<file path="src/hw/ftc_pkg.sv">
/*
 * ftc_pkg: register indices, field positions, reset values and enumerations
 * for the second loop's configuration block.
 * assumes a 32-bit word-addressed bus where byte address = 4 * register index.
 */
package ftc_pkg;

  // register indices; byte address is four times the index
  localparam logic [9:0] FTC_IDX_OUT_DIV = 10'h241;
  localparam logic [9:0] FTC_IDX_FRAC_NUM = 10'h242;
  localparam logic [9:0] FTC_IDX_INT_MULT = 10'h243;
  localparam logic [9:0] FTC_IDX_REF_SEL = 10'h244;
  localparam logic [9:0] FTC_IDX_FRAC_DEN = 10'h246;
  localparam logic [9:0] FTC_IDX_FRAC_MODE = 10'h247;

  // field positions
  localparam int FTC_OUTDIV_LSB = 8;
  localparam int FTC_OUTDIV_MSB = 13;
  localparam int FTC_FRATIO_LSB = 0;
  localparam int FTC_FRATIO_MSB = 2;
  localparam int FTC_INTMUL_LSB = 5;
  localparam int FTC_INTMUL_MSB = 14;
  localparam int FTC_BYPASS_BIT = 15;
  localparam int FTC_NCOVAL_LSB = 7;
  localparam int FTC_NCOVAL_MSB = 12;
  localparam int FTC_FORCED_BIT = 6;
  localparam int FTC_REFDIV_LSB = 3;
  localparam int FTC_REFDIV_MSB = 4;
  localparam int FTC_REFSRC_LSB = 0;
  localparam int FTC_REFSRC_MSB = 1;
  localparam int FTC_FRACEN_BIT = 0;
  localparam int FTC_RSVD_LSB = 1;
  localparam int FTC_RSVD_MSB = 2;

  // reset values
  localparam logic [5:0] FTC_OUTDIV_RST = 6'h00;
  localparam logic [2:0] FTC_FRATIO_RST = 3'h0;
  localparam logic [15:0] FTC_FRACNUM_RST = 16'h0000;
  localparam logic [9:0] FTC_INTMUL_RST = 10'h000;
  localparam logic FTC_BYPASS_RST = 1'b0;
  localparam logic [5:0] FTC_NCOVAL_RST = 6'h19;
  localparam logic FTC_FORCED_RST = 1'b0;
  localparam logic [1:0] FTC_REFDIV_RST = 2'h0;
  localparam logic [1:0] FTC_REFSRC_RST = 2'h0;
  localparam logic [15:0] FTC_FRACDEN_RST = 16'h0000;
  localparam logic FTC_FRACEN_RST = 1'b0;
  localparam logic [1:0] FTC_RSVD_RST = 2'h3;

  // output and feedback divider decode
  localparam logic [5:0] FTC_OUTDIV_MIN_CODE = 6'h03;
  localparam logic [6:0] FTC_OUTDIV_FALLBACK = 7'h04;
  localparam logic [6:0] FTC_FRATIO_MAX = 7'h10;

  // reference sources
  typedef enum logic [1:0] {
    FTC_SRC_MCLK_A = 2'h0,
    FTC_SRC_MCLK_B = 2'h1,
    FTC_SRC_FRAME_B = 2'h2,
    FTC_SRC_BIT_B = 2'h3
  } ftc_src_t;

  // pin sampling order
  localparam int FTC_PIN_COUNT = 5;
  localparam int FTC_PIN_MCLK_A = 0;
  localparam int FTC_PIN_MCLK_B = 1;
  localparam int FTC_PIN_FRAME_B = 2;
  localparam int FTC_PIN_BIT_B = 3;
  localparam int FTC_PIN_OSC = 4;

endpackage

</file>
<file path="src/hw/ftc_edge_div.sv">
/*
 * ftc_edge_div: divides a sampled clock level by an integer ratio.
 * assumes level_in is already synchronous to clk_in and toggles well below
 * half the system clock rate.
 */
`timescale 1ns/1ps
module ftc_edge_div #(
  parameter int W = 7
) (
  // clock and reset
  input wire logic clk_in,
  input wire logic rst_n_in,
  // divider control
  input wire logic level_in,
  input wire logic [W-1:0] ratio_in,
  // divided clock
  output logic clock_out
);

  logic prev;
  logic [W-1:0] cnt;
  logic [W-1:0] next_cnt;
  logic rise;

  assign rise = level_in & ~prev;
  assign next_cnt = (cnt >= ratio_in - W'(1)) ? '0 : cnt + W'(1);

  always_ff @(posedge clk_in) begin
    if (!rst_n_in) begin
      prev <= 1'b0;
    end else begin
      prev <= level_in;
    end
  end

  always_ff @(posedge clk_in) begin
    if (!rst_n_in) begin
      cnt <= '0;
    end else if (rise) begin
      cnt <= next_cnt;
    end
  end

  // high for the first half of each ratio-long run of input edges
  always_ff @(posedge clk_in) begin
    if (!rst_n_in) begin
      clock_out <= 1'b0;
    end else if (ratio_in <= W'(1)) begin
      clock_out <= level_in;
    end else if (rise) begin
      clock_out <= (next_cnt < (ratio_in >> 1));
    end
  end

  a_count_wrap: assert property (@(posedge clk_in) disable iff (!rst_n_in)
    (rise && ratio_in > W'(1) && cnt >= ratio_in - W'(1)) |=> (cnt == '0))
    else $error("divider count did not wrap at ratio");

  a_unity_pass: assert property (@(posedge clk_in) disable iff (!rst_n_in)
    (ratio_in == W'(1)) |=> (clock_out == $past(level_in)))
    else $error("unity ratio does not pass the input level");

endmodule

</file>
<file path="src/hw/ftc_fll_two_ctrl.sv">
/*
 * ftc_fll_two_ctrl: configuration registers and clock steering for the
 * second frequency-locked loop, reached over an Avalon-MM slave.
 * assumes clock pins toggle below 50 MHz (they are sampled at 100 MHz) and
 * that the analogue oscillator and loop filter sit outside this block.
 */
// The Avalon-MM slave port was left to the implementer.
`timescale 1ns/1ps
module ftc_fll_two_ctrl
  import ftc_pkg::*;
#(
  parameter int DIV_W = 7
) (
  // clock and reset
  input wire logic CLK_IN,
  input wire logic RST_N_IN,
  // avalon-mm slave
  input wire logic [11:0] ADDRESS_IN,
  input wire logic READ_IN,
  input wire logic WRITE_IN,
  input wire logic [31:0] WRITEDATA_IN,
  input wire logic [3:0] BYTEENABLE_IN,
  output logic [31:0] READDATA_OUT,
  output logic WAITREQUEST_OUT,
  // clock pins
  input wire logic MASTER_CLOCK_IN_A_IN,
  input wire logic MASTER_CLOCK_IN_B_IN,
  input wire logic FRAME_CLOCK_PORT_B_IN,
  input wire logic BIT_CLOCK_PORT_B_IN,
  input wire logic OSCILLATOR_CLOCK_IN,
  // loop control from the analogue loop
  input wire logic [5:0] NORMAL_CONTROL_IN,
  // derived clocks
  output logic SYNTH_OUTPUT_CLOCK_OUT,
  output logic REFERENCE_INPUT_CLOCK_OUT,
  output logic FEEDBACK_CLOCK_OUT,
  // oscillator and ratio settings
  output logic [5:0] OSCILLATOR_CONTROL_OUT,
  output logic [9:0] INTEGER_MULTIPLIER_OUT,
  output logic [15:0] FRACTION_NUMERATOR_OUT,
  output logic [15:0] FRACTION_DENOMINATOR_OUT,
  output logic FRACTIONAL_MODE_SELECT_OUT,
  output logic LOOP_BYPASS_SELECT_OUT
);

  // configuration fields
  logic [5:0] output_divide_ratio;
  logic [2:0] oscillator_ratio_divide;
  logic [15:0] fraction_numerator;
  logic [9:0] integer_multiplier;
  logic loop_bypass_select;
  logic [5:0] forced_oscillator_value;
  logic forced_oscillator_select;
  logic [1:0] reference_predivider;
  ftc_src_t reference_source_select;
  logic [15:0] fraction_denominator;
  logic fractional_mode_select;
  logic [1:0] mode_reserved;

  // bus decode
  logic [9:0] reg_idx;
  logic mapped;
  logic [15:0] cur_word;
  logic [15:0] wr_word;
  logic wr_take;

  // clock path
  logic [FTC_PIN_COUNT-1:0] pin_raw;
  logic [FTC_PIN_COUNT-1:0] sync1;
  logic [FTC_PIN_COUNT-1:0] sync2;
  logic ref_lvl;
  logic [DIV_W-1:0] ref_ratio;
  logic [DIV_W-1:0] fb_ratio;
  logic [DIV_W-1:0] out_ratio;
  logic out_div_clk;

  assign reg_idx = ADDRESS_IN[11:2];
  assign wr_take = WRITE_IN && !WAITREQUEST_OUT;

  function automatic logic [15:0] merge_lanes(input logic [15:0] old_word, input logic [31:0] wdata,
                                              input logic [3:0] be);
    logic [15:0] res;
    res = old_word;
    if (be[0]) begin
      res[7:0] = wdata[7:0];
    end
    if (be[1]) begin
      res[15:8] = wdata[15:8];
    end
    return res;
  endfunction

  // readback; unused bits read zero
  always_comb begin
    cur_word = 16'h0000;
    mapped = 1'b1;
    case (reg_idx)
      FTC_IDX_OUT_DIV: begin
        cur_word[FTC_OUTDIV_MSB:FTC_OUTDIV_LSB] = output_divide_ratio;
        cur_word[FTC_FRATIO_MSB:FTC_FRATIO_LSB] = oscillator_ratio_divide;
      end
      FTC_IDX_FRAC_NUM: begin
        cur_word = fraction_numerator;
      end
      FTC_IDX_INT_MULT: begin
        cur_word[FTC_INTMUL_MSB:FTC_INTMUL_LSB] = integer_multiplier;
      end
      FTC_IDX_REF_SEL: begin
        cur_word[FTC_BYPASS_BIT] = loop_bypass_select;
        cur_word[FTC_NCOVAL_MSB:FTC_NCOVAL_LSB] = forced_oscillator_value;
        cur_word[FTC_FORCED_BIT] = forced_oscillator_select;
        cur_word[FTC_REFDIV_MSB:FTC_REFDIV_LSB] = reference_predivider;
        cur_word[FTC_REFSRC_MSB:FTC_REFSRC_LSB] = reference_source_select;
      end
      FTC_IDX_FRAC_DEN: begin
        cur_word = fraction_denominator;
      end
      FTC_IDX_FRAC_MODE: begin
        cur_word[FTC_RSVD_MSB:FTC_RSVD_LSB] = mode_reserved;
        cur_word[FTC_FRACEN_BIT] = fractional_mode_select;
      end
      default: begin
        mapped = 1'b0;
      end
    endcase
  end

  assign wr_word = merge_lanes(cur_word, WRITEDATA_IN, BYTEENABLE_IN);

  // one wait cycle per access keeps read data registered
  always_ff @(posedge CLK_IN) begin
    if (!RST_N_IN) begin
      WAITREQUEST_OUT <= 1'b1;
    end else if (!WAITREQUEST_OUT) begin
      WAITREQUEST_OUT <= 1'b1;
    end else if (READ_IN || WRITE_IN) begin
      WAITREQUEST_OUT <= 1'b0;
    end
  end

  always_ff @(posedge CLK_IN) begin
    if (!RST_N_IN) begin
      READDATA_OUT <= 32'h0000_0000;
    end else if (READ_IN && WAITREQUEST_OUT) begin
      READDATA_OUT <= {16'h0000, cur_word};
    end
  end

  always_ff @(posedge CLK_IN) begin
    if (!RST_N_IN) begin
      output_divide_ratio <= FTC_OUTDIV_RST;
      oscillator_ratio_divide <= FTC_FRATIO_RST;
    end else if (wr_take && reg_idx == FTC_IDX_OUT_DIV) begin
      output_divide_ratio <= wr_word[FTC_OUTDIV_MSB:FTC_OUTDIV_LSB];
      oscillator_ratio_divide <= wr_word[FTC_FRATIO_MSB:FTC_FRATIO_LSB];
    end
  end

  always_ff @(posedge CLK_IN) begin
    if (!RST_N_IN) begin
      fraction_numerator <= FTC_FRACNUM_RST;
    end else if (wr_take && reg_idx == FTC_IDX_FRAC_NUM) begin
      fraction_numerator <= wr_word;
    end
  end

  always_ff @(posedge CLK_IN) begin
    if (!RST_N_IN) begin
      integer_multiplier <= FTC_INTMUL_RST;
    end else if (wr_take && reg_idx == FTC_IDX_INT_MULT) begin
      integer_multiplier <= wr_word[FTC_INTMUL_MSB:FTC_INTMUL_LSB];
    end
  end

  always_ff @(posedge CLK_IN) begin
    if (!RST_N_IN) begin
      loop_bypass_select <= FTC_BYPASS_RST;
      forced_oscillator_value <= FTC_NCOVAL_RST;
      forced_oscillator_select <= FTC_FORCED_RST;
      reference_predivider <= FTC_REFDIV_RST;
      reference_source_select <= ftc_src_t'(FTC_REFSRC_RST);
    end else if (wr_take && reg_idx == FTC_IDX_REF_SEL) begin
      loop_bypass_select <= wr_word[FTC_BYPASS_BIT];
      forced_oscillator_value <= wr_word[FTC_NCOVAL_MSB:FTC_NCOVAL_LSB];
      forced_oscillator_select <= wr_word[FTC_FORCED_BIT];
      reference_predivider <= wr_word[FTC_REFDIV_MSB:FTC_REFDIV_LSB];
      reference_source_select <= ftc_src_t'(wr_word[FTC_REFSRC_MSB:FTC_REFSRC_LSB]);
    end
  end

  always_ff @(posedge CLK_IN) begin
    if (!RST_N_IN) begin
      fraction_denominator <= FTC_FRACDEN_RST;
    end else if (wr_take && reg_idx == FTC_IDX_FRAC_DEN) begin
      fraction_denominator <= wr_word;
    end
  end

  // reserved bits are stored so readback matches what was written
  always_ff @(posedge CLK_IN) begin
    if (!RST_N_IN) begin
      fractional_mode_select <= FTC_FRACEN_RST;
      mode_reserved <= FTC_RSVD_RST;
    end else if (wr_take && reg_idx == FTC_IDX_FRAC_MODE) begin
      fractional_mode_select <= wr_word[FTC_FRACEN_BIT];
      mode_reserved <= wr_word[FTC_RSVD_MSB:FTC_RSVD_LSB];
    end
  end

  // pin synchronisers
  assign pin_raw[FTC_PIN_MCLK_A] = MASTER_CLOCK_IN_A_IN;
  assign pin_raw[FTC_PIN_MCLK_B] = MASTER_CLOCK_IN_B_IN;
  assign pin_raw[FTC_PIN_FRAME_B] = FRAME_CLOCK_PORT_B_IN;
  assign pin_raw[FTC_PIN_BIT_B] = BIT_CLOCK_PORT_B_IN;
  assign pin_raw[FTC_PIN_OSC] = OSCILLATOR_CLOCK_IN;

  for (genvar g = 0; g < FTC_PIN_COUNT; g++) begin : g_sync
    always_ff @(posedge CLK_IN) begin
      if (!RST_N_IN) begin
        sync1[g] <= 1'b0;
        sync2[g] <= 1'b0;
      end else begin
        sync1[g] <= pin_raw[g];
        sync2[g] <= sync1[g];
      end
    end
  end

  always_comb begin
    case (reference_source_select)
      FTC_SRC_MCLK_A: ref_lvl = sync2[FTC_PIN_MCLK_A];
      FTC_SRC_MCLK_B: ref_lvl = sync2[FTC_PIN_MCLK_B];
      FTC_SRC_FRAME_B: ref_lvl = sync2[FTC_PIN_FRAME_B];
      FTC_SRC_BIT_B: ref_lvl = sync2[FTC_PIN_BIT_B];
      default: ref_lvl = sync2[FTC_PIN_MCLK_A];
    endcase
  end

  // ratio decodes
  assign ref_ratio = DIV_W'(1) << reference_predivider;
  assign fb_ratio = oscillator_ratio_divide[2] ? DIV_W'(FTC_FRATIO_MAX) :
                    DIV_W'(1) << oscillator_ratio_divide[1:0];
  // reserved codes fall back to the smallest legal ratio rather than stopping
  assign out_ratio = (output_divide_ratio < FTC_OUTDIV_MIN_CODE) ? DIV_W'(FTC_OUTDIV_FALLBACK) :
                     DIV_W'(output_divide_ratio) + DIV_W'(1);

  ftc_edge_div #(.W(DIV_W)) u_ref_div (
    .clk_in(CLK_IN),
    .rst_n_in(RST_N_IN),
    .level_in(ref_lvl),
    .ratio_in(ref_ratio),
    .clock_out(REFERENCE_INPUT_CLOCK_OUT)
  );

  ftc_edge_div #(.W(DIV_W)) u_fb_div (
    .clk_in(CLK_IN),
    .rst_n_in(RST_N_IN),
    .level_in(sync2[FTC_PIN_OSC]),
    .ratio_in(fb_ratio),
    .clock_out(FEEDBACK_CLOCK_OUT)
  );

  ftc_edge_div #(.W(DIV_W)) u_out_div (
    .clk_in(CLK_IN),
    .rst_n_in(RST_N_IN),
    .level_in(sync2[FTC_PIN_OSC]),
    .ratio_in(out_ratio),
    .clock_out(out_div_clk)
  );

  always_ff @(posedge CLK_IN) begin
    if (!RST_N_IN) begin
      SYNTH_OUTPUT_CLOCK_OUT <= 1'b0;
    end else if (loop_bypass_select) begin
      SYNTH_OUTPUT_CLOCK_OUT <= sync2[FTC_PIN_BIT_B];
    end else begin
      SYNTH_OUTPUT_CLOCK_OUT <= out_div_clk;
    end
  end

  always_ff @(posedge CLK_IN) begin
    if (!RST_N_IN) begin
      OSCILLATOR_CONTROL_OUT <= FTC_NCOVAL_RST;
    end else if (forced_oscillator_select) begin
      OSCILLATOR_CONTROL_OUT <= forced_oscillator_value;
    end else begin
      OSCILLATOR_CONTROL_OUT <= NORMAL_CONTROL_IN;
    end
  end

  assign INTEGER_MULTIPLIER_OUT = integer_multiplier;
  assign FRACTION_NUMERATOR_OUT = fraction_numerator;
  assign FRACTION_DENOMINATOR_OUT = fraction_denominator;
  assign FRACTIONAL_MODE_SELECT_OUT = fractional_mode_select;
  assign LOOP_BYPASS_SELECT_OUT = loop_bypass_select;

  a_outdiv_decode: assert property (@(posedge CLK_IN) disable iff (!RST_N_IN)
    (output_divide_ratio >= FTC_OUTDIV_MIN_CODE) |-> (out_ratio == DIV_W'(output_divide_ratio) + DIV_W'(1)))
    else $error("output divider ratio is not code plus one");

  a_fratio_decode: assert property (@(posedge CLK_IN) disable iff (!RST_N_IN)
    oscillator_ratio_divide[2] |-> (fb_ratio == DIV_W'(16)))
    else $error("oscillator ratio 1XX does not divide by 16");

  a_predivide_decode: assert property (@(posedge CLK_IN) disable iff (!RST_N_IN)
    (reference_predivider == 2'h3) |-> (ref_ratio == DIV_W'(8)))
    else $error("reference predivider 11 does not divide by 8");

  a_bypass_path: assert property (@(posedge CLK_IN) disable iff (!RST_N_IN)
    loop_bypass_select |=> (SYNTH_OUTPUT_CLOCK_OUT == $past(sync2[FTC_PIN_BIT_B])))
    else $error("bypass does not route the bit clock");

  a_forced_drive: assert property (@(posedge CLK_IN) disable iff (!RST_N_IN)
    forced_oscillator_select |=>
    (OSCILLATOR_CONTROL_OUT == $past(forced_oscillator_value)))
    else $error("forced mode does not drive the forced value");

  a_source_pick: assert property (@(posedge CLK_IN) disable iff (!RST_N_IN)
    (reference_source_select == FTC_SRC_FRAME_B) |-> (ref_lvl == sync2[FTC_PIN_FRAME_B]))
    else $error("reference source 10 does not pick frame clock b");

  a_reset_defaults: assert property (@(posedge CLK_IN)
    !RST_N_IN |=> (forced_oscillator_value == 6'h19 && mode_reserved == 2'h3 && !fractional_mode_select))
    else $error("reset does not restore default fields");

  a_numerator_write: assert property (@(posedge CLK_IN) disable iff (!RST_N_IN)
    (wr_take && reg_idx == FTC_IDX_FRAC_NUM && BYTEENABLE_IN[1:0] == 2'h3) |=>
    (FRACTION_NUMERATOR_OUT == $past(WRITEDATA_IN[15:0])))
    else $error("numerator write not stored");

  a_bus_answer: assert property (@(posedge CLK_IN) disable iff (!RST_N_IN)
    ((READ_IN || WRITE_IN) && WAITREQUEST_OUT) |=> !WAITREQUEST_OUT ##1 WAITREQUEST_OUT)
    else $error("bus answer not one cycle after request");

  a_unmapped_zero: assert property (@(posedge CLK_IN) disable iff (!RST_N_IN)
    (READ_IN && WAITREQUEST_OUT && !mapped) |=> (READDATA_OUT == 32'h0000_0000))
    else $error("unmapped read not zero");

  c_fractional_mode: cover property (@(posedge CLK_IN) disable iff (!RST_N_IN)
    $rose(fractional_mode_select));
  c_bypass_on: cover property (@(posedge CLK_IN) disable iff (!RST_N_IN)
    loop_bypass_select && $rose(SYNTH_OUTPUT_CLOCK_OUT));
  c_forced_on: cover property (@(posedge CLK_IN) disable iff (!RST_N_IN)
    $rose(forced_oscillator_select));
  c_divided_out: cover property (@(posedge CLK_IN) disable iff (!RST_N_IN)
    !loop_bypass_select && $rose(SYNTH_OUTPUT_CLOCK_OUT));

endmodule

</file>
<file path="config.mk">
export PLATFORM = sky130hd
export DESIGN_NAME = ftc_fll_two_ctrl
export DESIGN_NICKNAME = d
export VERILOG_FILES = /design/src/hw/ftc_pkg.sv /design/src/hw/ftc_edge_div.sv /design/src/hw/ftc_fll_two_ctrl.sv
export SDC_FILE = /design/constraint.sdc
export NUM_CORES = 1
export LEC_CHECK = 0
export BUFFER_PORTS_ARGS = -buffer_cell sky130_fd_sc_hd__buf_2
export CAP_MARGIN = 20
export CORE_MARGIN = 1.5
export CORE_UTILIZATION = 25
export CTS_CLUSTER_SIZE = 20
export DETAILED_ROUTE_END_ITERATION = 10
export PLACE_DENSITY = 0.4
export SYNTH_ARGS = -nofsm -noshare
export SYNTH_HDL_FRONTEND = slang
export SYNTH_SLANG_ARGS = --single-unit
</file>
<file path="constraint.sdc">
create_clock -name CLK_IN -period 3.6 [get_ports CLK_IN]
set_clock_uncertainty 0.05 [all_clocks]
set_input_delay 0.36 -clock CLK_IN [delete_from_list [all_inputs] [get_ports CLK_IN]]
set_output_delay 0.36 -clock CLK_IN [all_outputs]
set_load 0.02 [all_outputs]
</file>
==> flow_metrics.env, run 1 <==
export IMPL_outcome="finished, final reports clean"
export IMPL_setup_worst_path_start_class="flop"
export IMPL_place_detailed_hpwl_mm=16.39
export IMPL_grt_max_degree=75
export IMPL_number_of_endpoints_failing_setup_at_the_final_stage=0
export IMPL_area_growth_synth_to_final_pct=22.52
export IMPL_met1_usage_pct=22.29
export IMPL_min_delay_start="MASTER_CLOCK_IN_A_IN"
export IMPL_finalCriticalPeriod_ns=3.367
export IMPL_whs_endpoint="sync1[0]"
export IMPL_cts_htree_levels=4
export IMPL_dominantRegCellSynth="dfxtp_1"
export IMPL_unrepaired_setup_endpoints_after_global_routing="yes"
export IMPL_cts_tree="done"
export IMPL_worstMarginPinSlew_ns=1.051
export IMPL_crit_chain="ha_2 > or2b_4 > ha_1 > buf_4 > xnor2_1 > ha_1 > o21ai_0 > o21a_1 > nor2_2 > nor2_1 > ha_1 > nand3_1 > o22ai_1 > nor4_1 > a32o_1"
export IMPL_peakVddDrop_mv=0.2559
export IMPL_power_density_mw_per_mm2=417.5
export IMPL_synthesis_area_sq_mm=0.006988
export IMPL_max_freq_ghz=0.2970
export IMPL_critical_path_class="reg -> reg"
export IMPL_r2r_setup_slack_ns=0.23
export IMPL_drive_above_1_share_pct=23.12
export IMPL_design_die_area_sq_mm=0.02896
export IMPL_worst_endpoint_required_ns=3.86
export IMPL_cpMaxStageDelayCell="dfxtp_1"
export IMPL_crit_path_max_incr_delay_ns=0.32
export IMPL_layout_cells_non_filler=1321
export IMPL_busiest_layer="met2"
export IMPL_place_congestion=0.7576
export IMPL_detail_route_iter0_violations=306
export IMPL_die_w_um=170.2
export IMPL_worst_path_max_fanout=6
export IMPL_synth_area_top_cells="dfxtp_1 36%, ha_1 6.1%, nand3_1 5.5%, o21ai_0 4.0%, nand2_1 3.4%"
export IMPL_post_drt_via_cell_ratio=4.827
export IMPL_first_pass_iters=5
export IMPL_grt_first_pass_wirelength_mm=35.98
export IMPL_grt_antenna_before_repair=0
export IMPL_via_count=6377
export IMPL_design_core_area_sq_mm=0.02763
export IMPL_critPathArrivalTime_ns=3.63
export IMPL_critical_register_to_register_path_endpoint="u_out_div.clock_out"
export IMPL_synth_common_cells="126 x dfxtp_1, 77 x nand3_1, 63 x nand2_1"
export IMPL_max_cap_violations=0
export IMPL_cts_buffer_depth=2
export IMPL_place_port_buffers=112
export IMPL_crit_reg2reg_launch="output_divide_ratio[1]"
export IMPL_share_seq_of_total_power_pct=40.1
export IMPL_postRouteWirelength_mm=22.78
export IMPL_std_cell_rows=61
export IMPL_clk_pin_slew_worst_paths_ns=0.06
export IMPL_synthMostInstantiatedCell="dfxtp_1"
export IMPL_reg2regPathDepth=15
export IMPL_cts_setup_buffers=0
export IMPL_report_final_slew_viol_count=0
export IMPL_synth_async_sr_flop_share_pct=0
export IMPL_worst_skew_late_latency_ns=0.42
export IMPL_total_switching_power_w=0.0008925
export IMPL_globalRoute_totalOverflow=0
export IMPL_worst_slew_margin_rel_pct=29.95
export IMPL_timing_final_hold_violations=0
export IMPL_dieHeight_um=170.2
export IMPL_yosysWarningCount=0
export IMPL_tritoncts_num_sinks=126
export IMPL_comb_power_share_pct=7.6
export IMPL_hold_path_class="in -> reg"
export IMPL_clockPowerShare_pct=52.3
export IMPL_via_count_of_the_first_global_routing_pass=6171
export IMPL_placed_cells_incl_taps=1291
export IMPL_ant_nets=0
export IMPL_groute_layer_met3_usage_pct=2.605
export IMPL_synthesized_area_per_cell_sq_um=8.501
export IMPL_path_common_cell="ha_1"
export IMPL_synth_sequential_area_ratio_pct=36.10
export IMPL_synth_enable_flop_cells=0
export IMPL_power_share_switching_pct=24.97
export IMPL_globalRouteMet2Util_pct=25.87
export IMPL_area_share_of_the_largest_cell_type_after_synthesis_pct=36.10
export IMPL_internal_power_w=0.002682
export IMPL_drt_wirelength_per_cell_um=17.25
export IMPL_cp_startpoint="output_divide_ratio[1]"
export IMPL_initial_utilization_pct=25.29
export IMPL_yosys_top_cell_by_area="dfxtp_1"
export IMPL_numCtsBuffers=17
export IMPL_hold_path_cell_count=2
export IMPL_cts_root_buf="clkbuf_16"
export IMPL_grt_usage_pct=16.16
export IMPL_p_leak_nw=3.403
export IMPL_hold_buffers=0
export IMPL_synthDistinctLibCells=81
export IMPL_design_portCount=149
export IMPL_drc=0
export IMPL_count_of_antenna_diodes_in_the_layout=0
export IMPL_synthesis_instances=822
export IMPL_finalCoreUtilization_pct=30.99
export IMPL_fin_nets=1029
export IMPL_final_min_period_over_clock_period_pct=93.53
export IMPL_endpoint_kind="flop"
export IMPL_number_of_register_bits_inferred_by_synthesis=126
## power groups by stage
stage,logic [W],clock network [W],registers [W]
2_1_floorplan,0.000174,0,0.00148
3_3_place_gp,0.000272,0,0.00147
3_5_place_dp,0.000271,0,0.00146
4_1_cts,0.000272,0.00191,0.00143
5_1_grt,0.000299,0.00197,0.00144
6_report,0.000271,0.00187,0.00143
## area by class of cell
type / instances / area, sq um
Tap cell: 378 / 473.0
Multi-Input combinational cell: 619 / 4033
Timing Repair Buffer: 145 / 823.3
Fill cell: 2988 / 19070
Clock buffer: 18 / 439.2
Clock inverter: 12 / 185.2
Sequential cell: 126 / 2522
Inverter: 23 / 86.33
## through the flow
stage          instance area [sq um]  setup slack [ns]  total power, W  hold slack (ns)   TNS [ns]
2_1_floorplan                   7052            0.1189        0.001653           0.3619          0
3_3_place_gp                    7908           0.09439        0.001737           0.3705          0
3_5_place_dp                    7908           0.08379        0.001735           0.3712          0
4_1_cts                         8532           0.07421        0.003615          0.07521          0
5_1_grt                         8562         -0.005504        0.003706          0.08799  -0.005504
6_report                        8562            0.2329        0.003575          0.08965          0
## registers in the layout (all words and copies together), names as in the netlist, 7 cells and up
name and flops:
FRACTION_NUMERATOR_OUT 16, u_out_div.cnt 7, INTEGER_MULTIPLIER_OUT 10, READDATA_OUT 16, u_ref_div.cnt 7, FRACTION_DENOMINATOR_OUT 16
u_fb_div.cnt 7
## layer usage
metal / routed length [um] / vias up
li1: - / 3216
met1: 11210 / 2989
met2: 10450 / 150
met3: 834 / 22
met4: 282 / 0
met5: 0 / -
## worst max-delay path by stage
stage / end / slack, ns / cells past startpoint
6_report: u_out_div.clock_out / 0.23 / 15
5_1_grt: u_out_div.clock_out / -0.006 / 17
4_1_cts: u_out_div.clock_out / 0.07 / 17
3_5_place_dp: u_out_div.clock_out / 0.08 / 17
3_3_place_gp: u_out_div.clock_out / 0.09 / 17
2_1_floorplan: u_out_div.clock_out / 0.12 / 17
## critical path: cells and delay by family (launching register included)
kind | cells | cell delay (ns)
flip-flops | 1 | 0.32
AND/OR/NAND/NOR | 5 | 0.77
XOR/XNOR | 1 | 0.11
AO/OA/AOI/OAI | 4 | 0.74
buffers and inverters | 1 | 0.14
adder cells (fa/ha/maj) | 4 | 1.11
## cells by family after synthesis
logic type | after synthesis | synth area share [%]
flip-flops | 126 | 36.10
other | 2 | 0.1075
multiplexers | 30 | 4.781
AND/OR/NAND/NOR | 317 | 24.24
XOR/XNOR | 17 | 2.131
buffers and inverters | 94 | 7.538
adder cells (fa/ha/maj) | 34 | 6.088
AO/OA/AOI/OAI | 202 | 19.02
## cell usage in the layout (no fill, tap or decap), types with 7 or more instances in the layout
master	Yosys	routed
nand3_1	77	77
nand2_1	63	63
a31oi_1	11	11
dfxtp_1	126	126
mux2_2	12	12
a21oi_1	39	38
or3_1	7	7
nor2_1	59	58
nor3_1	12	11
buf_4	21	33
a22oi_1	9	9
nand2b_1	13	13
o211ai_1	13	13
xnor2_1	9	9
buf_2	10	111
and3_1	9	9
inv_1	22	22
xor2_1	8	8
o31ai_1	13	13
conb_1	2	19
and2_1	14	14
clkbuf_16	0	17
o221ai_1	19	19
mux2i_1	15	15
nand4_1	12	12
o21ai_0	56	55
ha_1	34	33
## what timing repair did
| item | in CTS | in global routing |
|---|---|---|
| endpoints found under the setup margin | 0 | 2 |
| resized for setup | 0 | 10 |
| endpoints found under the hold margin | 0 | 0 |
Note: power is estimated with default switching activity, not from simulation.
==> inputs of run 2 (changes only) <==
--- a/config.mk
+++ b/config.mk
@@ -5,6 +5,7 @@
 export SDC_FILE = /design/constraint.sdc
 export NUM_CORES = 1
 export LEC_CHECK = 0
+export ABC_AREA = 1
 export BUFFER_PORTS_ARGS = -buffer_cell sky130_fd_sc_hd__buf_2
 export CAP_MARGIN = 20
 export CORE_MARGIN = 1.5
==> run 2 against run 1 <==
Non-clock buffer count is 20 lower. Sequential power hardly changed. Register-to-register slack better by 0.07 ns. Clock-buffer cell count stayed put. Combinational power is 11% higher. Sequential share of layout area is 0.092 points higher. Largest cell class unchanged.
==> flow_metrics.env, run 2 <==
export IMPL_fin_hold_ws_ns=0.07032
export IMPL_drt_wirelength_per_cell_um=14.49
export IMPL_unrepaired_setup_endpoints_after_global_routing="no"
export IMPL_cts_buffer_depth=2
export IMPL_globalRoute_totalOverflow=0
export IMPL_post_drt_via_cell_ratio=4.307
export IMPL_worst_path_max_fanout=5
export IMPL_power_share_switching_pct=27.45
export IMPL_yosys_top_cell_by_area="dfxtp_1"
export IMPL_share_seq_of_total_power_pct=41.9
export IMPL_area_growth_synth_to_final_pct=21.70
export IMPL_timing_final_hold_violations=0
export IMPL_worst_slew_margin_rel_pct=56.98
export IMPL_via_count=6404
export IMPL_peakVddDrop_mv=0.2635
export IMPL_die_w_um=170.5
export IMPL_detail_route_iter0_violations=288
export IMPL_max_freq_ghz=0.3029
export IMPL_report_final_slew_viol_count=0
export IMPL_design_die_area_sq_mm=0.02908
export IMPL_synthesized_area_per_cell_sq_um=7.124
export IMPL_area_share_of_the_largest_cell_type_after_synthesis_pct=35.95
export IMPL_critical_register_to_register_path_endpoint="u_out_div.clock_out"
export IMPL_finalCriticalPeriod_ns=3.301
export IMPL_r2r_setup_slack_ns=0.30
export IMPL_crit_reg2reg_launch="output_divide_ratio[1]"
export IMPL_design_portCount=149
export IMPL_final_min_period_over_clock_period_pct=91.70
export IMPL_worstMarginPinSlew_ns=0.6446
export IMPL_layout_filler_cells=3090
export IMPL_comb_power_share_pct=8.7
export IMPL_number_of_endpoints_failing_setup_at_the_final_stage=0
export IMPL_clockPowerShare_pct=49.3
export IMPL_power_density_mw_per_mm2=402.6
export IMPL_min_delay_start="OSCILLATOR_CLOCK_IN"
export IMPL_grt_usage_pct=15.67
export IMPL_via_count_of_the_first_global_routing_pass=6172
export IMPL_synth_area_top_cells="dfxtp_1 36%, nand2_1 11%, a21oi_1 6.4%, inv_1 6.4%, ha_1 6.1%"
export IMPL_dieHeight_um=170.5
export IMPL_dominantRegCellSynth="dfxtp_1"
export IMPL_clk_pin_slew_worst_paths_ns=0.06
export IMPL_first_pass_iters=4
export IMPL_grt_first_pass_wirelength_mm=34.94
export IMPL_crit_end="u_out_div.clock_out"
export IMPL_total_switching_power_w=0.0009438
export IMPL_reg2regPathDepth=25
export IMPL_place_congestion=0.7898
export IMPL_tritoncts_num_sinks=126
export IMPL_synth_enable_flop_cells=0
export IMPL_design_core_area_sq_mm=0.02771
export IMPL_synth_sequential_area_ratio_pct=35.95
export IMPL_cts_tree="done"
export IMPL_grt_antenna_before_repair=0
export IMPL_cts_root_buf="clkbuf_16"
export IMPL_max_cap_violations=0
export IMPL_place_detailed_hpwl_mm=16.28
export IMPL_synth_common_cells="204 x nand2_1, 126 x dfxtp_1, 119 x inv_1"
export IMPL_p_leak_nw=4.159
export IMPL_hold_path_class="in -> reg"
export IMPL_cts_htree_levels=4
export IMPL_synthMostInstantiatedCell="nand2_1"
export IMPL_synthesis_area_sq_mm=0.007017
export IMPL_critPathArrivalTime_ns=3.60
export IMPL_fin_nets=1193
export IMPL_count_of_antenna_diodes_in_the_layout=0
export IMPL_drc=0
export IMPL_endpoint_kind="flop"
export IMPL_std_cell_rows=61
export IMPL_commonest_cells_after_routing_fill_and_taps_aside="201 x nand2_1, 125 x dfxtp_1, 118 x inv_1, 112 x buf_2, 87 x a21oi_1"
export IMPL_internal_power_w=0.002495
export IMPL_numCtsBuffers=17
export IMPL_number_of_register_bits_inferred_by_synthesis=126
export IMPL_postRouteWirelength_mm=21.54
export IMPL_synthesis_instances=985
export IMPL_most_frequent_standard_cell_in_the_layout_excluding_fill_and_tap_cells="nand2_1"
export IMPL_worst_skew_late_latency_ns=0.42
export IMPL_outcome="finished, final reports clean"
export IMPL_synthDistinctLibCells=45
export IMPL_place_port_buffers=112
export IMPL_drive_above_1_share_pct=21.91
export IMPL_worst_endpoint_required_ns=3.90
export IMPL_yosysWarningCount=0
export IMPL_setup_worst_path_start_class="flop"
export IMPL_fin_setup_tns_ns=0
export IMPL_ant_nets=0
export IMPL_critical_path_class="reg -> reg"
export IMPL_grt_max_degree=45
export IMPL_initial_utilization_pct=25.33
export IMPL_synth_async_sr_flop_share_pct=0
export IMPL_cp_startpoint="output_divide_ratio[1]"
-- run 2: layer usage --
layer | track usage [%] | vias to the layer above | wire (um)
li1 | - | 3401 | -
met4 | 4.002 | 0 | 186
met3 | 3.817 | 16 | 1048
met1 | 20.34 | 2881 | 10220
met2 | 25.91 | 106 | 10090
met5 | 0 | - | 0
-- run 2: critical path, stage by stage, from the launching register on --
cell     delay (ns)
dfxtp_2        0.34
ha_2           0.18
nor2_2         0.09
nand4_1        0.15
nand2_2        0.13
ha_2           0.19
inv_1          0.05
nor2_2         0.13
nand2_1        0.07
xnor2_1        0.13
ha_1           0.29
nand2_1        0.08
inv_1          0.05
a21oi_2        0.16
nand2_2        0.11
inv_2          0.08
o21ai_0        0.07
a21oi_1        0.18
ha_1           0.28
nand2_1        0.08
inv_1          0.04
nand2_1        0.05
nand2_1        0.06
nand2_1        0.06
nand2_1        0.04
a21oi_1        0.11
-- run 2: power by group through the flow --
stage          combinational (W)  sequential, W  clock (W)
4_1_cts                 0.000302        0.00144    0.00175
3_5_place_dp            0.000301        0.00147          0
2_1_floorplan           0.000195        0.00149          0
6_report                0.000300        0.00144    0.00170
5_1_grt                 0.000340        0.00144    0.00181
3_3_place_gp            0.000302        0.00147          0
-- run 2: logic make-up after synthesis --
kind of cell               after synthesis  share of synthesized area, %
and+or+nand+nor                        423                         29.19
AOI/OAI and AO/OA                      211                         16.46
buffers and inverters                  179                         10.98
DFF                                    126                         35.95
adders and majority gates               34                         6.063
xor gates and xnor gates                10                         1.248
other                                    2                        0.1070
-- run 2: worst min-delay path by stage --
stage | to | cells past startpoint
floorplan | sync2[0] | 2
global placement | sync2[1] | 2
detailed placement | sync2[4] | 2
CTS | sync1[4] | 3
global route | WAITREQUEST_OUT | 2
finish | sync1[4] | 3
-- run 2: cell type report --
class	count	area (sq um)	area share, %
Clock inverter	14	133.9	1.568
Timing Repair Buffer	125	658.1	7.707
Inverter	129	486.7	5.700
Tap cell	378	473.0	5.538
Clock buffer	18	439.2	5.143
Sequential cell	126	2524	29.55
Multi-Input combinational cell	697	3825	44.79
-- run 2: stage by stage --
stage	cells	total power (W)	setup WS (ns)	utilization (%)	instance area, sq um
floorplan	1002	0.001681	0.4278	-	7081
global placement	1453	0.001776	0.1232	28.59	7921
detailed placement	1453	0.001775	0.1028	28.59	7921
CTS	1485	0.003497	0.08129	30.66	8494
global route	1487	0.003598	0.008211	30.82	8539
finish	1487	0.003438	0.2988	30.82	8539
-- run 2: repair_timing --
action	4_1_cts	5_1_grt
hold buffers	0	0
endpoints found under the setup margin	0	1
resized for setup	0	12
setup buffers	0	2
==> inputs of run 3 (changes only) <==
--- a/config.mk
+++ b/config.mk
@@ -8,11 +8,11 @@
 export ABC_AREA = 1
 export BUFFER_PORTS_ARGS = -buffer_cell sky130_fd_sc_hd__buf_2
 export CAP_MARGIN = 20
-export CORE_MARGIN = 1.5
 export CORE_UTILIZATION = 25
 export CTS_CLUSTER_SIZE = 20
 export DETAILED_ROUTE_END_ITERATION = 10
 export PLACE_DENSITY = 0.4
+export RECOVER_POWER = 25
 export SYNTH_ARGS = -nofsm -noshare
 export SYNTH_HDL_FRONTEND = slang
 export SYNTH_SLANG_ARGS = --single-unit
==> run 3 against run 2 <==
The run now ends with max-capacitance violations, max-slew violations left. Worst setup slack worse by 0.0020 ns. Critical endpoint unchanged. Design area is 0.84% higher. Clock-buffer cell count stayed put. Register-to-register slack hardly changed. Critical path depth stayed put. Sequential share of layout area is 0.26 points lower. First-iteration DRC count is 4.5% lower. Highest routed layer unchanged. Clock power is 12% higher.
==> flow_metrics.env, run 3 (synthesized netlist as in run 2, its figures left out) <==
export IMPL_report_final_slew_viol_count=91
export IMPL_clk_pin_slew_worst_paths_ns=0.06
export IMPL_path_buf_inv=4
export IMPL_multi_input_comb_area_sq_mm=0.003845
export IMPL_initial_utilization_pct=25.75
export IMPL_total_power_w=0.003638
export IMPL_final_min_period_over_clock_period_pct=91.75
export IMPL_power_density_mw_per_mm2=422.5
export IMPL_ant_nets=0
export IMPL_met1_usage_pct=20.11
export IMPL_number_of_endpoints_failing_setup_at_the_final_stage=0
export IMPL_timing_final_hold_violations=0
export IMPL_area_growth_synth_to_final_pct=22.72
export IMPL_cts_buffer_depth=2
export IMPL_worstMarginPinSlew_ns=1.793
export IMPL_finalInstanceArea_sq_mm=0.008611
export IMPL_critical_path_class="reg -> reg"
export IMPL_place_detailed_hpwl_mm=16.17
export IMPL_crit_path_max_incr_delay_ns=0.31
export IMPL_design_die_area_sq_mm=0.02874
export IMPL_numCtsBuffers=17
export IMPL_groute_layer_met3_usage_pct=3.801
export IMPL_design_portCount=149
export IMPL_worst_path_max_fanout=4
export IMPL_setup_worst_path_start_class="flop"
export IMPL_first_pass_iters=5
export IMPL_fin_setup_tns_ns=0
export IMPL_hold_path_class="in -> reg"
export IMPL_drive_above_1_share_pct=19.59
export IMPL_place_congestion=0.7726
export IMPL_kind_of_cell_adding_the_most_delay_to_the_critical_path="simple AND/OR/NAND/NOR gates"
export IMPL_fin_nets=1197
export IMPL_cts_tree="done"
export IMPL_design_core_area_sq_mm=0.02725
export IMPL_drc=0
export IMPL_reg2regPathDepth=25
export IMPL_r2r_setup_slack_ns=0.30
export IMPL_detail_route_iter0_violations=275
export IMPL_p_leak_nw=4.108
export IMPL_worst_skew_late_latency_ns=0.42
export IMPL_globalRoute_totalOverflow=0
export IMPL_finalCoreUtilization_pct=31.60
export IMPL_grt_usage_pct=15.31
export IMPL_critical_register_to_register_path_endpoint="u_out_div.clock_out"
export IMPL_die_w_um=169.5
export IMPL_finalCriticalPeriod_ns=3.303
export IMPL_max_cap_violations=1
export IMPL_peakVddDrop_mv=0.2713
export IMPL_most_frequent_standard_cell_in_the_layout_excluding_fill_and_tap_cells="nand2_1"
export IMPL_critPathArrivalTime_ns=3.59
export IMPL_hold_buffers=0
export IMPL_final_seq_area_sq_mm=0.002522
export IMPL_via_count=6441
export IMPL_max_freq_ghz=0.3027
export IMPL_failed_checks="max-capacitance violations, max-slew violations"
export IMPL_place_port_buffers=112
export IMPL_outcome="finished with violations"
export IMPL_globalRouteMet2Util_pct=25.14
export IMPL_grt_antenna_before_repair=0
export IMPL_crit_reg2reg_launch="output_divide_ratio[0]"
export IMPL_cp_startpoint="output_divide_ratio[0]"
export IMPL_grt_first_pass_wirelength_mm=33.77
export IMPL_endpoint_kind="flop"
export IMPL_tritoncts_num_sinks=126
export IMPL_dieHeight_um=169.5
export IMPL_layout_filler_cells=3009
export IMPL_cts_root_buf="clkbuf_16"
export IMPL_count_of_antenna_diodes_in_the_layout=0
export IMPL_commonest_cells_after_routing_fill_and_taps_aside="200 x nand2_1, 126 x dfxtp_1, 118 x inv_1, 87 x a21oi_1, 82 x buf_2"
export IMPL_path_common_cell="nand2_1"
export IMPL_via_count_of_the_first_global_routing_pass=5963
export IMPL_grt_max_degree=91
export IMPL_instance_count_on_the_critical_path=25
export IMPL_busiest_layer="met2"
export IMPL_worst_endpoint_required_ns=3.89
export IMPL_drt_wirelength_per_cell_um=14.51
export IMPL_std_cell_rows=60
export IMPL_worst_slew_margin_rel_pct=-19.53
export IMPL_cpMaxStageDelayCell="dfxtp_1"
export IMPL_post_drt_via_cell_ratio=4.337
export IMPL_cts_htree_levels=4
export IMPL_postRouteWirelength_mm=21.55
export IMPL_crit_end="u_out_div.clock_out"
export IMPL_dpl_cell_area_sq_mm=0.007914
## run 3: cell count changes in the layout (fill, tap and decap cells not counted), sizes merged
| cell | previous run | this run |
|---|---|---|
| clkbuf | 18 | 49 |
| bufinv | 1 | 4 |
| buf | 125 | 98 |
| clkinvlp | 5 | 2 |
## run 3: how the worst min path moves through the flow
stage                                      from        to  slack, ns  cells after the start
after floorplan                        sync1[0]  sync2[0]       0.34                      2
after global placement                 sync1[4]  sync2[4]       0.35                      2
final                       OSCILLATOR_CLOCK_IN  sync1[4]       0.08                      3
after detailed placement               sync1[4]  sync2[4]       0.35                      2
after global routing       MASTER_CLOCK_IN_B_IN  sync1[1]       0.07                      3
after CTS                 FRAME_CLOCK_PORT_B_IN  sync1[2]       0.06                      3
## run 3: per-layer routing
metal	vias up	part of all wire, %	routed length, um
met5	-	0	0
met4	0	0.73	158
met3	11	4.0	872
met2	98	47	10120
met1	2913	48	10400
li1	3419	-	-
## run 3: final cells by class
type	count	area share (%)
multi-input cells	697	44.65
flip-flops and latches	126	29.29
repair buffers	129	7.527
inverters	129	5.652
well taps	372	5.405
clock buffers	18	5.100
clock inverters	14	2.369
## run 3: power by group
part           internal, W  switching [W]  leakage, nW
clock network      0.00119       0.000704        0.310
logic            0.0000910       0.000208         2.78
registers          0.00142      0.0000198         1.02
total              0.00271       0.000931         4.11
## run 3: stage by stage
stage,cells,hold WS [ns],worst slack (ns)
2_1_floorplan,1002,0.3405,0.4278
3_3_place_gp,1447,0.3540,0.1583
3_5_place_dp,1447,0.3526,0.07876
4_1_cts,1479,0.05678,0.05952
5_1_grt,1485,0.06752,-0.02952
6_report,1485,0.07717,0.2968
## run 3: what timing repair did
item,CTS,global route
buffers inserted,0,6
setup endpoints to repair,0,1
resized for setup,0,15
## run 3: worst register-to-register path: cells and delay by family (launching register included)
family                   cells  cell delay [ns]
flip-flops                   1             0.31
buffers and inverters        4             0.28
XOR/XNOR                     1             0.15
AO/OA/AOI/OAI                4             0.53
AND/OR/NAND/NOR             12             1.03
adder cells (fa/ha/maj)      4             0.89
